<file path="src/common/sequencer_params.svh">
// Address map, field positions, reset values and timing constants
`ifndef SEQUENCER_PARAMS_SVH
`define SEQUENCER_PARAMS_SVH

// Clock rate and time base
`define CLK_HZ 50000000
`define SEC_PERIOD_S 1
`define SEC_PER_MIN 6'h3C
`define MIN_PER_HOUR 6'h3C

// Register byte addresses
`define ADDR_CONTROL 8'h00
`define ADDR_CONFIG 8'h04
`define ADDR_RANGE 8'h08
`define ADDR_FLOOR 8'h0C
`define ADDR_CEILING 8'h10
`define ADDR_CONTACT 8'h14
`define ADDR_TARGET 8'h18
`define ADDR_RESUME 8'h1C
`define ADDR_STATUS 8'h20
`define ADDR_SETPOINT 8'h24
`define ADDR_STEP_BASE 8'h40
`define ADDR_STEP_LAST 8'hBC

// Field positions
`define CTL_RUN 0
`define CTL_REMOTE 1
`define CTL_PWR_RET 2
`define CFG_COUNT_LSB 0
`define CFG_TYPE_LSB 4
`define CFG_UNIT_LSB 6
`define SEL_WIDTH 5
`define STEP_FLD_TARGET 2'h0
`define STEP_FLD_RATE 2'h1
`define STEP_FLD_DUR 2'h2
`define STEP_FLD_GROUP 2'h3

// Sizes, codes and reset values
`define NUM_CONTACTS 5
`define NUM_STEPS 8
`define SEL_NONE 5'h00
`define SEL_RAMP_CTL 5'h0D
`define COUNT_RST 4'h1
`define COUNT_MIN 4'h1
`define COUNT_MAX 4'h8
`define TYPE_RST 2'h0
`define TYPE_STEP_STOP 2'h2
`define TYPE_STEP_RESUME 2'h3
`define UNIT_RST 2'h1
`define UNIT_PER_SEC 2'h0
`define UNIT_PER_MIN 2'h1
`define UNIT_PER_HOUR 2'h2
`define GROUP_RST 4'h1
`define RANGE_RST 8'h00
`define FRAC_ONE 16'h000A

`endif

</file>
<file path="src/common/sequencer_pkg.sv">
// Types shared by the setpoint sequencer files
package sequencer_pkg;

  typedef struct packed {
    logic signed [15:0] target;
    logic [15:0] rate;
    logic [15:0] dur;
    logic [3:0] grp;
  } step_entry_t;

  typedef struct packed {
    logic running;
    logic soak;
    logic [2:0] step;
  } progress_t;

  typedef enum logic [1:0] {
    ST_IDLE = 2'b00,
    ST_RAMP = 2'b01,
    ST_SOAK = 2'b10
  } seq_state_t;

endpackage

</file>
<file path="src/rtl/bound_clamp.sv">
// Orders two bounds and clamps a value between them
`timescale 1ns/10ps
module bound_clamp (
  // Bounds as configured
  input wire logic signed [15:0] bound_a,
  input wire logic signed [15:0] bound_b,
  // Value to limit
  input wire logic signed [15:0] value,
  // Ordered bounds and result
  output logic signed [15:0] lo,
  output logic signed [15:0] hi,
  output logic signed [15:0] clamped
);
  always_comb begin
    // A floor above the ceiling is taken the other way round
    if (bound_a > bound_b) begin
      lo = bound_b;
      hi = bound_a;
    end else begin
      lo = bound_a;
      hi = bound_b;
    end
    if (value < lo) begin
      clamped = lo;
    end else if (value > hi) begin
      clamped = hi;
    end else begin
      clamped = value;
    end
  end
endmodule

</file>
<file path="src/rtl/tick_gen.sv">
// Second, minute and hour pulses from the system clock
`timescale 1ns/10ps
`include "sequencer_params.svh"
module tick_gen #(
  parameter int unsigned SEC_CYCLES = `SEC_PERIOD_S * `CLK_HZ
) (
  // Clock and reset
  input wire logic pclk,
  input wire logic presetn,
  // One-cycle pulses
  output logic sec_tick,
  output logic min_tick,
  output logic hour_tick
);
  localparam int CW = $clog2(SEC_CYCLES);
  logic [CW-1:0] cyc_ff;
  logic [5:0] sec_ff;
  logic [5:0] min_ff;
  logic sec_wrap;
  logic min_wrap;

  assign sec_wrap = (sec_ff == `SEC_PER_MIN - 6'h01);
  assign min_wrap = (min_ff == `MIN_PER_HOUR - 6'h01);

  always_ff @(posedge pclk or negedge presetn) begin
    if (!presetn) begin
      cyc_ff <= '0;
      sec_ff <= 6'h00;
      min_ff <= 6'h00;
      sec_tick <= 1'b0;
      min_tick <= 1'b0;
      hour_tick <= 1'b0;
    end else begin
      sec_tick <= 1'b0;
      min_tick <= 1'b0;
      hour_tick <= 1'b0;
      if (cyc_ff == CW'(SEC_CYCLES - 1)) begin
        cyc_ff <= '0;
        sec_tick <= 1'b1;
        sec_ff <= sec_wrap ? 6'h00 : sec_ff + 6'h01;
        if (sec_wrap) begin
          min_tick <= 1'b1;
          min_ff <= min_wrap ? 6'h00 : min_ff + 6'h01;
          hour_tick <= min_wrap;
        end
      end else begin
        cyc_ff <= cyc_ff + CW'(1);
      end
    end
  end
endmodule

</file>
<file path="src/rtl/setpoint_step_sequencer.sv">
// Setpoint limiting, ramp suspend and step programme sequencer with APB registers
//
// The APB register port and the register addresses were decided locally.
`timescale 1ns/10ps
`include "sequencer_params.svh"
module setpoint_step_sequencer #(
  parameter int unsigned SEC_CYCLES = `SEC_PERIOD_S * `CLK_HZ
) (
  // APB slave
  input wire logic pclk,
  input wire logic presetn,
  input wire logic psel,
  input wire logic penable,
  input wire logic pwrite,
  input wire logic [7:0] paddr,
  input wire logic [31:0] pwdata,
  output logic [31:0] prdata,
  output logic pready,
  output logic pslverr,
  // Measurement side
  input wire logic signed [15:0] measured_value,
  input wire logic signed [15:0] span_low,
  input wire logic signed [15:0] span_high,
  input wire logic [1:0] measurement_alarm_pair,
  input wire logic [`NUM_CONTACTS-1:0] contact_state,
  // Controller side
  output logic signed [15:0] working_setpoint,
  output logic [3:0] tuning_group,
  output sequencer_pkg::progress_t progress,
  output logic remote_source_active,
  output logic ramp_inhibited,
  // Nonvolatile progress log
  output logic nv_write,
  output sequencer_pkg::progress_t nv_record
);
  import sequencer_pkg::*;

  logic [31:0] prdata_ff;
  logic pready_ff;
  logic pslverr_ff;
  logic run_ff;
  logic remote_req_ff;
  logic remote_active_ff;
  logic [3:0] count_ff;
  logic [1:0] type_ff;
  logic [1:0] unit_ff;
  logic [7:0] range_type_ff;
  logic signed [15:0] floor_ff;
  logic signed [15:0] ceil_ff;
  logic init_pending_ff;
  logic [`SEL_WIDTH-1:0] sel_ff [`NUM_CONTACTS];
  logic signed [15:0] target_ff;
  progress_t resume_ff;
  step_entry_t steps_ff [`NUM_STEPS];
  seq_state_t state_ff;
  seq_state_t nxt_state;
  logic [2:0] step_ff;
  logic [2:0] nxt_step;
  logic [15:0] soak_cnt_ff;
  logic [15:0] nxt_soak_cnt;
  logic signed [15:0] setpoint_ff;
  logic [15:0] frac_ff;
  logic [15:0] nxt_frac;
  logic [3:0] group_ff;
  logic inhibit_ff;
  progress_t progress_ff;
  logic nv_write_ff;
  progress_t nv_record_ff;
  logic [31:0] rd_data;
  logic rd_ok;
  logic wr_en;
  logic pwr_ret;
  logic step_en;
  logic inhibit;
  logic load_meas;
  logic seq_stop;
  logic resumed;
  logic type_to_step;
  logic rate_tick;
  logic step_move;
  logic sec_tick;
  logic min_tick;
  logic hour_tick;
  logic [2:0] last_step;
  logic [`NUM_CONTACTS-1:0] ramp_ctl_hit;
  step_entry_t cur;
  logic [15:0] rate;
  logic signed [15:0] target_raw;
  logic signed [15:0] target_c;
  logic signed [15:0] meas_c;
  logic signed [15:0] setpoint_c;

  function automatic logic in_step_table(input logic [7:0] a);
    return (a >= `ADDR_STEP_BASE) && (a <= `ADDR_STEP_LAST) && (a[1:0] == 2'h0);
  endfunction

  function automatic logic [2:0] step_index(input logic [7:0] a);
    logic [7:0] off;
    off = a - `ADDR_STEP_BASE;
    return off[6:4];
  endfunction

  function automatic logic reg_write(input logic w, input logic [7:0] a,
                                     input logic [7:0] target);
    return w && (a == target);
  endfunction

  tick_gen #(
    .SEC_CYCLES(SEC_CYCLES)
  ) u_tick (
    .pclk(pclk),
    .presetn(presetn),
    .sec_tick(sec_tick),
    .min_tick(min_tick),
    .hour_tick(hour_tick)
  );

  bound_clamp u_target_clamp (
    .bound_a(floor_ff),
    .bound_b(ceil_ff),
    .value(target_raw),
    .lo(),
    .hi(),
    .clamped(target_c)
  );

  bound_clamp u_meas_clamp (
    .bound_a(floor_ff),
    .bound_b(ceil_ff),
    .value(measured_value),
    .lo(),
    .hi(),
    .clamped(meas_c)
  );

  bound_clamp u_setpoint_clamp (
    .bound_a(floor_ff),
    .bound_b(ceil_ff),
    .value(setpoint_ff),
    .lo(),
    .hi(),
    .clamped(setpoint_c)
  );

  // APB: zero wait states, answer prepared during the setup cycle
  assign wr_en = psel & penable & pwrite & pready_ff;
  assign pwr_ret = reg_write(wr_en, paddr, `ADDR_CONTROL) & pwdata[`CTL_PWR_RET];

  always_comb begin
    rd_data = 32'h0000_0000;
    rd_ok = 1'b1;
    if (in_step_table(paddr)) begin
      unique case (paddr[3:2])
        `STEP_FLD_TARGET: rd_data[15:0] = steps_ff[step_index(paddr)].target;
        `STEP_FLD_RATE: rd_data[15:0] = steps_ff[step_index(paddr)].rate;
        `STEP_FLD_DUR: rd_data[15:0] = steps_ff[step_index(paddr)].dur;
        `STEP_FLD_GROUP: rd_data[3:0] = steps_ff[step_index(paddr)].grp;
      endcase
    end else begin
      case (paddr)
        `ADDR_CONTROL: rd_data[`CTL_REMOTE:`CTL_RUN] = {remote_req_ff, run_ff};
        `ADDR_CONFIG: rd_data[7:0] = {unit_ff, type_ff, count_ff};
        `ADDR_RANGE: rd_data[7:0] = range_type_ff;
        `ADDR_FLOOR: rd_data[15:0] = floor_ff;
        `ADDR_CEILING: rd_data[15:0] = ceil_ff;
        `ADDR_CONTACT: rd_data[24:0] = {sel_ff[4], sel_ff[3], sel_ff[2], sel_ff[1], sel_ff[0]};
        `ADDR_TARGET: rd_data[15:0] = target_ff;
        `ADDR_RESUME: rd_data[4:0] = resume_ff;
        `ADDR_STATUS: rd_data[7:0] = {remote_active_ff, inhibit_ff, run_ff, progress_ff};
        `ADDR_SETPOINT: rd_data[15:0] = setpoint_ff;
        default: rd_ok = 1'b0;
      endcase
    end
  end

  always_ff @(posedge pclk or negedge presetn) begin
    if (!presetn) begin
      prdata_ff <= 32'h0000_0000;
      pready_ff <= 1'b0;
      pslverr_ff <= 1'b0;
    end else begin
      pready_ff <= psel & ~penable;
      pslverr_ff <= psel & ~penable & ~rd_ok;
      prdata_ff <= (psel & ~penable & ~pwrite & rd_ok) ? rd_data : 32'h0000_0000;
    end
  end

  // Configuration registers
  always_ff @(posedge pclk or negedge presetn) begin
    if (!presetn) begin
      count_ff <= `COUNT_RST;
      type_ff <= `TYPE_RST;
      unit_ff <= `UNIT_RST;
      range_type_ff <= `RANGE_RST;
      target_ff <= 16'sh0000;
      resume_ff <= '0;
      remote_req_ff <= 1'b0;
    end else begin
      if (reg_write(wr_en, paddr, `ADDR_CONFIG)) begin
        // Step counts outside 1..8 are refused
        if (pwdata[`CFG_COUNT_LSB +: 4] >= `COUNT_MIN &&
            pwdata[`CFG_COUNT_LSB +: 4] <= `COUNT_MAX) begin
          count_ff <= pwdata[`CFG_COUNT_LSB +: 4];
        end
        type_ff <= pwdata[`CFG_TYPE_LSB +: 2];
        if (pwdata[`CFG_UNIT_LSB +: 2] != 2'h3) begin
          unit_ff <= pwdata[`CFG_UNIT_LSB +: 2];
        end
      end
      if (reg_write(wr_en, paddr, `ADDR_RANGE)) begin
        range_type_ff <= pwdata[7:0];
      end
      if (reg_write(wr_en, paddr, `ADDR_TARGET)) begin
        target_ff <= pwdata[15:0];
      end
      if (reg_write(wr_en, paddr, `ADDR_RESUME)) begin
        resume_ff <= pwdata[4:0];
      end
      if (reg_write(wr_en, paddr, `ADDR_CONTROL)) begin
        remote_req_ff <= pwdata[`CTL_REMOTE];
      end
    end
  end

  // Bounds load from the input span after reset and on every range type write
  always_ff @(posedge pclk or negedge presetn) begin
    if (!presetn) begin
      floor_ff <= 16'sh0000;
      ceil_ff <= 16'sh0000;
      init_pending_ff <= 1'b1;
    end else begin
      init_pending_ff <= 1'b0;
      if (init_pending_ff || reg_write(wr_en, paddr, `ADDR_RANGE)) begin
        floor_ff <= span_low;
        ceil_ff <= span_high;
      end else begin
        if (reg_write(wr_en, paddr, `ADDR_FLOOR)) begin
          floor_ff <= pwdata[15:0];
        end
        if (reg_write(wr_en, paddr, `ADDR_CEILING)) begin
          ceil_ff <= pwdata[15:0];
        end
      end
    end
  end

  // Contact function selectors and step table
  always_ff @(posedge pclk or negedge presetn) begin
    if (!presetn) begin
      for (int i = 0; i < `NUM_CONTACTS; i++) begin
        sel_ff[i] <= `SEL_NONE;
      end
    end else if (reg_write(wr_en, paddr, `ADDR_CONTACT)) begin
      for (int i = 0; i < `NUM_CONTACTS; i++) begin
        sel_ff[i] <= pwdata[i*`SEL_WIDTH +: `SEL_WIDTH];
      end
    end
  end

  always_ff @(posedge pclk or negedge presetn) begin
    if (!presetn) begin
      for (int i = 0; i < `NUM_STEPS; i++) begin
        steps_ff[i] <= '{target: 16'sh0000, rate: 16'h0000, dur: 16'h0000, grp: `GROUP_RST};
      end
    end else if (wr_en && in_step_table(paddr)) begin
      unique case (paddr[3:2])
        `STEP_FLD_TARGET: steps_ff[step_index(paddr)].target <= pwdata[15:0];
        `STEP_FLD_RATE: steps_ff[step_index(paddr)].rate <= pwdata[15:0];
        `STEP_FLD_DUR: steps_ff[step_index(paddr)].dur <= pwdata[15:0];
        `STEP_FLD_GROUP: steps_ff[step_index(paddr)].grp <= pwdata[3:0];
      endcase
    end
  end

  // Ramp suspend: any contact set to ramp control and closed stops ramping
  genvar gc;
  generate
    for (gc = 0; gc < `NUM_CONTACTS; gc++) begin : g_contact
      assign ramp_ctl_hit[gc] = (sel_ff[gc] == `SEL_RAMP_CTL) & contact_state[gc];
    end
  endgenerate
  assign inhibit = |ramp_ctl_hit;

  assign step_en = type_ff[1];
  assign last_step = 3'(count_ff - `COUNT_MIN);
  assign cur = steps_ff[step_ff];
  assign target_raw = step_en ? cur.target : target_ff;
  assign rate = step_en ? cur.rate : steps_ff[0].rate;
  assign type_to_step = reg_write(wr_en, paddr, `ADDR_CONFIG) & run_ff & ~type_ff[1] &
                        pwdata[`CFG_TYPE_LSB + 1];

  always_comb begin
    unique case (unit_ff)
      `UNIT_PER_SEC: rate_tick = sec_tick;
      `UNIT_PER_MIN: rate_tick = min_tick;
      `UNIT_PER_HOUR: rate_tick = hour_tick;
      default: rate_tick = 1'b0;
    endcase
  end

  // Step programme sequencing
  always_comb begin
    nxt_state = state_ff;
    nxt_step = step_ff;
    nxt_soak_cnt = soak_cnt_ff;
    load_meas = 1'b0;
    seq_stop = 1'b0;
    resumed = 1'b0;
    if (pwr_ret && resume_ff.running && step_en) begin
      if (type_ff == `TYPE_STEP_STOP) begin
        nxt_state = ST_IDLE;
        nxt_step = 3'h0;
        seq_stop = 1'b1;
      end else begin
        resumed = 1'b1;
        nxt_step = resume_ff.step;
        nxt_soak_cnt = 16'h0000;
        if (resume_ff.soak) begin
          nxt_state = ST_SOAK;
        end else if (|measurement_alarm_pair) begin
          nxt_state = ST_SOAK;
        end else begin
          nxt_state = ST_RAMP;
          load_meas = 1'b1;
        end
      end
    end else if (!run_ff || !step_en) begin
      nxt_state = ST_IDLE;
      nxt_step = 3'h0;
      nxt_soak_cnt = 16'h0000;
    end else begin
      unique case (state_ff)
        ST_IDLE: begin
          nxt_state = ST_RAMP;
          nxt_step = 3'h0;
        end
        ST_RAMP: begin
          if (setpoint_ff == target_c) begin
            nxt_state = ST_SOAK;
            nxt_soak_cnt = 16'h0000;
          end
        end
        ST_SOAK: begin
          if (soak_cnt_ff >= cur.dur) begin
            nxt_soak_cnt = 16'h0000;
            if (step_ff >= last_step) begin
              nxt_state = ST_IDLE;
              nxt_step = 3'h0;
              seq_stop = 1'b1;
            end else begin
              nxt_state = ST_RAMP;
              nxt_step = step_ff + 3'h1;
            end
          end else if (sec_tick) begin
            nxt_soak_cnt = soak_cnt_ff + 16'h0001;
          end
        end
        default: begin
          nxt_state = ST_IDLE;
          nxt_step = 3'h0;
        end
      endcase
    end
  end

  always_ff @(posedge pclk or negedge presetn) begin
    if (!presetn) begin
      state_ff <= ST_IDLE;
      step_ff <= 3'h0;
      soak_cnt_ff <= 16'h0000;
    end else begin
      state_ff <= nxt_state;
      step_ff <= nxt_step;
      soak_cnt_ff <= nxt_soak_cnt;
    end
  end

  // Run mode: software sets it, the sequencer drops it
  always_ff @(posedge pclk or negedge presetn) begin
    if (!presetn) begin
      run_ff <= 1'b0;
    end else if (seq_stop || type_to_step) begin
      run_ff <= 1'b0;
    end else if (resumed) begin
      run_ff <= 1'b1;
    end else if (reg_write(wr_en, paddr, `ADDR_CONTROL)) begin
      run_ff <= pwdata[`CTL_RUN];
    end
  end

  // Working setpoint; rates count tenths of a setpoint unit
  assign step_move = (frac_ff >= `FRAC_ONE);
  assign nxt_frac = frac_ff - (step_move ? `FRAC_ONE : 16'h0000) +
                    (rate_tick ? rate : 16'h0000);

  always_ff @(posedge pclk or negedge presetn) begin
    if (!presetn) begin
      setpoint_ff <= 16'sh0000;
      frac_ff <= 16'h0000;
    end else if (load_meas) begin
      setpoint_ff <= meas_c;
      frac_ff <= 16'h0000;
    end else if (setpoint_ff != setpoint_c) begin
      setpoint_ff <= setpoint_c;
      frac_ff <= 16'h0000;
    end else if (step_en && state_ff != ST_RAMP) begin
      if (state_ff == ST_SOAK) begin
        setpoint_ff <= target_c;
      end
      frac_ff <= 16'h0000;
    end else if (inhibit || rate == 16'h0000) begin
      setpoint_ff <= target_c;
      frac_ff <= 16'h0000;
    end else if (setpoint_ff == target_c) begin
      frac_ff <= 16'h0000;
    end else begin
      // Single-unit moves toward the target cannot overshoot
      if (step_move) begin
        setpoint_ff <= (setpoint_ff < target_c) ? setpoint_ff + 16'sh0001 :
                       setpoint_ff - 16'sh0001;
      end
      frac_ff <= nxt_frac;
    end
  end

  // Outputs and progress log
  always_ff @(posedge pclk or negedge presetn) begin
    if (!presetn) begin
      group_ff <= `GROUP_RST;
      inhibit_ff <= 1'b0;
      remote_active_ff <= 1'b0;
      progress_ff <= '0;
    end else begin
      group_ff <= cur.grp;
      inhibit_ff <= inhibit;
      remote_active_ff <= remote_req_ff & ~step_en;
      progress_ff <= '{running: state_ff != ST_IDLE, soak: state_ff == ST_SOAK,
                       step: step_ff};
    end
  end

  always_ff @(posedge pclk or negedge presetn) begin
    if (!presetn) begin
      nv_write_ff <= 1'b0;
      nv_record_ff <= '0;
    end else begin
      nv_write_ff <= (type_ff == `TYPE_STEP_RESUME) && run_ff && !resumed &&
                     (nxt_state != state_ff || nxt_step != step_ff);
      nv_record_ff <= '{running: nxt_state != ST_IDLE, soak: nxt_state == ST_SOAK,
                        step: nxt_step};
    end
  end

  assign prdata = prdata_ff;
  assign pready = pready_ff;
  assign pslverr = pslverr_ff;
  assign working_setpoint = setpoint_ff;
  assign tuning_group = group_ff;
  assign progress = progress_ff;
  assign remote_source_active = remote_active_ff;
  assign ramp_inhibited = inhibit_ff;
  assign nv_write = nv_write_ff;
  assign nv_record = nv_record_ff;
endmodule

</file>
<file path="config.mk">
export PLATFORM = sky130hd
export DESIGN_NAME = setpoint_step_sequencer
export DESIGN_NICKNAME = d
export VERILOG_FILES = /design/src/common/sequencer_pkg.sv /design/src/rtl/bound_clamp.sv /design/src/rtl/tick_gen.sv /design/src/rtl/setpoint_step_sequencer.sv
export VERILOG_INCLUDE_DIRS = /design/src /design/src/common
export SDC_FILE = /design/constraint.sdc
export NUM_CORES = 2
export LEC_CHECK = 0
export BUFFER_PORTS_ARGS = -buffer_cell sky130_fd_sc_hd__buf_2
export CAP_MARGIN = 5
export CORE_ASPECT_RATIO = 1.75
export CORE_MARGIN = 5
export CORE_UTILIZATION = 30
export DETAILED_ROUTE_END_ITERATION = 8
export SLEW_MARGIN = 5
export SYNTH_ARGS = -nofsm -noshare
export SYNTH_HDL_FRONTEND = slang
export SYNTH_SLANG_ARGS = --single-unit
</file>
<file path="constraint.sdc">
create_clock -name pclk -period 8.2 [get_ports pclk]
set_input_delay 0.41 -clock pclk [delete_from_list [all_inputs] [get_ports pclk]]
set_output_delay 0.41 -clock pclk [all_outputs]
set_load 0.005 [all_outputs]
</file>
==> impl_metrics.json <==
{
  "outcome": "finished, final reports clean",
  "cp.depth": 40,
  "yosysTopAreaCell": "dfrtp_1",
  "grt_overflow_total": 0,
  "die_w_um": 285,
  "die_h_um": 491,
  "vdd_drop_max_mv": 0.230,
  "ys.flop_type": "dfrtp_1",
  "final_common_cell": "dfrtp_1",
  "crit_fanout": 15,
  "critPathKind": "flop to flop",
  "syn_to_final_growth_pct": 16.5,
  "cts_max_level": 2,
  "cts.reportedPaths.clkPinSlew_ns": 0.08,
  "start_util_pct": 30.1,
  "synth_cell_type_count": 93,
  "post-route-period-util_pct": 96.6,
  "ios": 167,
  "worstHoldPathCells": 3,
  "synthCells": 3724,
  "synth_top_area_share_pct": 40.2,
  "die_area_sq_um": 140000,
  "tightest_slew_ns": 1.23,
  "power_leakage_nw": 21.1,
  "synth.avg_cell_area_sq_um": 10.6,
  "antenna_found_initial": 10,
  "nFillCells": 13000,
  "tns_ns": 0,
  "worstHoldPathType": "primary input to flop",
  "reg2regPathDepth": 40,
  "drive_gt1_share_pct": 30.7,
  "synth-async-reset-ratio_pct": 100,
  "cts_sinks": 648,
  "coreArea_sq_um": 131000,
  "ys_ff_latch": 648,
  "fin_skew_ns": 0.0466,
  "nNetsFinal": 4260,
  "clock_latency_ns": 0.70,
  "cp_slowest_stage_delay_ns": 0.44,
  "grt_max_degree": 131,
  "place_congestion": 1.02,
  "wirelength_mm": 156,
  "synth-simple-area-share_pct": 11.6,
  "drt-pass1-iter-count": 6,
  "synth_xor_area_share_pct": 1.77,
  "cts_made_buffers": 61,
  "synthMuxAreaShare_pct": 22.6,
  "ant_nets": 0,
  "port_buffers": 152,
  "critical_path.most_common_cell": "a21o_1",
  "drtIter0Drc": 2755,
  "critPathLaunchType": "flop",
  "cp.arrival_ns": 8.49,
  "power_density_nw_per_um2": 217,
  "finalCriticalPeriod_ns": 7.92,
  "wl_per_cell_um": 27.2,
  "maxSlewViolCount": 0,
  "via_per_inst": 5.85,
  "setup_viol": 0,
  "ys_warn_count": 0,
  "ys_seq_area_share_pct": 41.0,
  "grtUsageTotal_pct": 21.5,
  "final_util_pct": 35.1,
  "synth_top_family_by_area": "multiplexers",
  "slew-limit-headroom_pct": 17.9,
  "first_global_vias": 34500,
  "clock_path_buffers": 3,
  "num_rows": 176,
  "post-route-drc-count": 0,
  "hpwl_mm": 114,
  "cts_tree": "built",
  "crit_path_end_kind": "flop",
  "vias": 33500,
  "synth-edff-count": 0,
  "hold_viol": 0,
  "final_cell_mix": "632 x dfrtp_1, 490 x mux2_2, 280 x nand2_1",
  "grt_first_pass_wirelength_mm": 228,
  "synthTopCellsByArea": "dfrtp_1 40%, mux2_2 14%, mux4_2 6.3%",
  "worstPathRequired_ns": 8.77,
  "synth_compound_area_share_pct": 13.4,
  "cap_viol_max_count": 0,
  "rsz0062_at_grt": "no",
  "critPathTopFamily": "compound AO/OA/AOI/OAI gates",
  "slowest_stage": "or4_1",
  "seq_area_sq_um": 16200,
  "synth_area_sq_um": 39600,
  "clockRootBuffer": "clkbuf_16",
  "path_buf_inv": 6,
  "max_freq_ghz": 0.126,
  "multi_input_area_sq_um": 22100,
  "synthAdderAreaFrac_pct": 5.68
}
-- power breakdown --
| part | internal, W | switching, W |
|---|---|---|
| clock | 0.00160 | 0.00136 |
| sequential | 0.00328 | 0.000169 |
| combinational | 0.00138 | 0.00224 |
-- cells by family (layout without fill, tap and decap cells) --
| logic type | Yosys count | in the layout |
|---|---|---|
| AND/OR/NAND/NOR | 951 | 951 |
| AO/OA/AOI/OAI | 775 | 775 |
| multiplexers | 697 | 697 |
| flip-flops | 648 | 648 |
| buffers and inverters | 393 | 690 |
| adder cells (fa/ha/maj) | 179 | 179 |
| XOR/XNOR | 80 | 80 |
| other | 1 | 17 |
-- final timing paths --
kind	startpoint	endpoint	slack, ns
max	ceil_ff[15]	working_setpoint[12]	0.28
min	span_low[13]	floor_ff[13]	0.03
max reg2reg	ceil_ff[15]	working_setpoint[12]	0.28
min reg2reg	u_tick.cyc_ff[4]	u_tick.cyc_ff[4]	0.46
max in group asynchronous	presetn	async pin	6.30
min in group asynchronous	presetn	u_tick.sec_ff[2]	0.36
-- synthesized netlist by cell type (9+ instances only) --
master,n
clkbuf_1,212
o211ai_1,19
a21oi_1,143
nand2b_1,47
and2_1,14
ha_1,176
o21a_1,10
xor2_1,30
nand4_1,65
dfstp_2,12
o21ai_1,11
mux4_2,110
buf_1,30
o22ai_1,23
a22oi_1,140
xnor2_1,50
a21o_1,47
a31oi_1,54
a211oi_1,19
mux2_2,491
a41oi_1,9
nand3_1,98
nor3_1,58
mux2i_1,96
buf_4,11
a222oi_1,12
nand2_1,280
and3_1,38
or3_1,10
o21ai_0,136
dfrtp_1,636
a22o_1,29
nor4_1,20
nor2_1,229
a221oi_1,37
or4_1,14
inv_1,122
buf_2,11
nor2b_1,29
-- tightest hold or removal path: stages --
cell and delay, ns:
buf_2 0.08, nor2_1 0.06, a21oi_1 0.11
-- cell type report --
type	count	area share, %
inverters	124	1.01
diodes	9	0.0488
clock inverters	23	0.458
repair buffers	457	6.99
clock buffers	86	3.92
well taps	1691	4.58
flip-flops and latches	648	35.2
multi-input cells	2690	47.8
-- per-layer routing --
metal	global-route usage [%]	vias to the layer above	wire length, um	part of all wire (%)
li1	-	14400	-	-
met1	21.5	16800	50700	33
met2	38.6	1640	79200	51
met3	3.15	690	8980	5.8
met4	18.7	2	16600	11
met5	0	-	13	0.0084
-- stage by stage --
stage | worst slack (ns) | hold WS [ns] | power [W] | instance area [sq um] | instances
after floorplan | 0.00818 | 0.114 | 0.00546 | 39700 | 3731
after global placement | -0.115 | 0.458 | 0.00691 | 43800 | 5583
after detailed placement | -0.110 | 0.456 | 0.00694 | 43800 | 5583
after CTS | 0.00228 | 0.000476 | 0.00993 | 46100 | 5717
after global routing | 0.00506 | 0.0330 | 0.0104 | 46200 | 5723
final | 0.278 | 0.0264 | 0.0100 | 46200 | 5728
-- what timing repair did --
item	CTS	global route
pin swaps	0	4
endpoints found under the setup margin	2	8
hold buffers	25	0
hold endpoints to repair	116	0
resized for setup	3	19
setup buffers	0	2
Note: power is estimated with default switching activity, not from simulation.
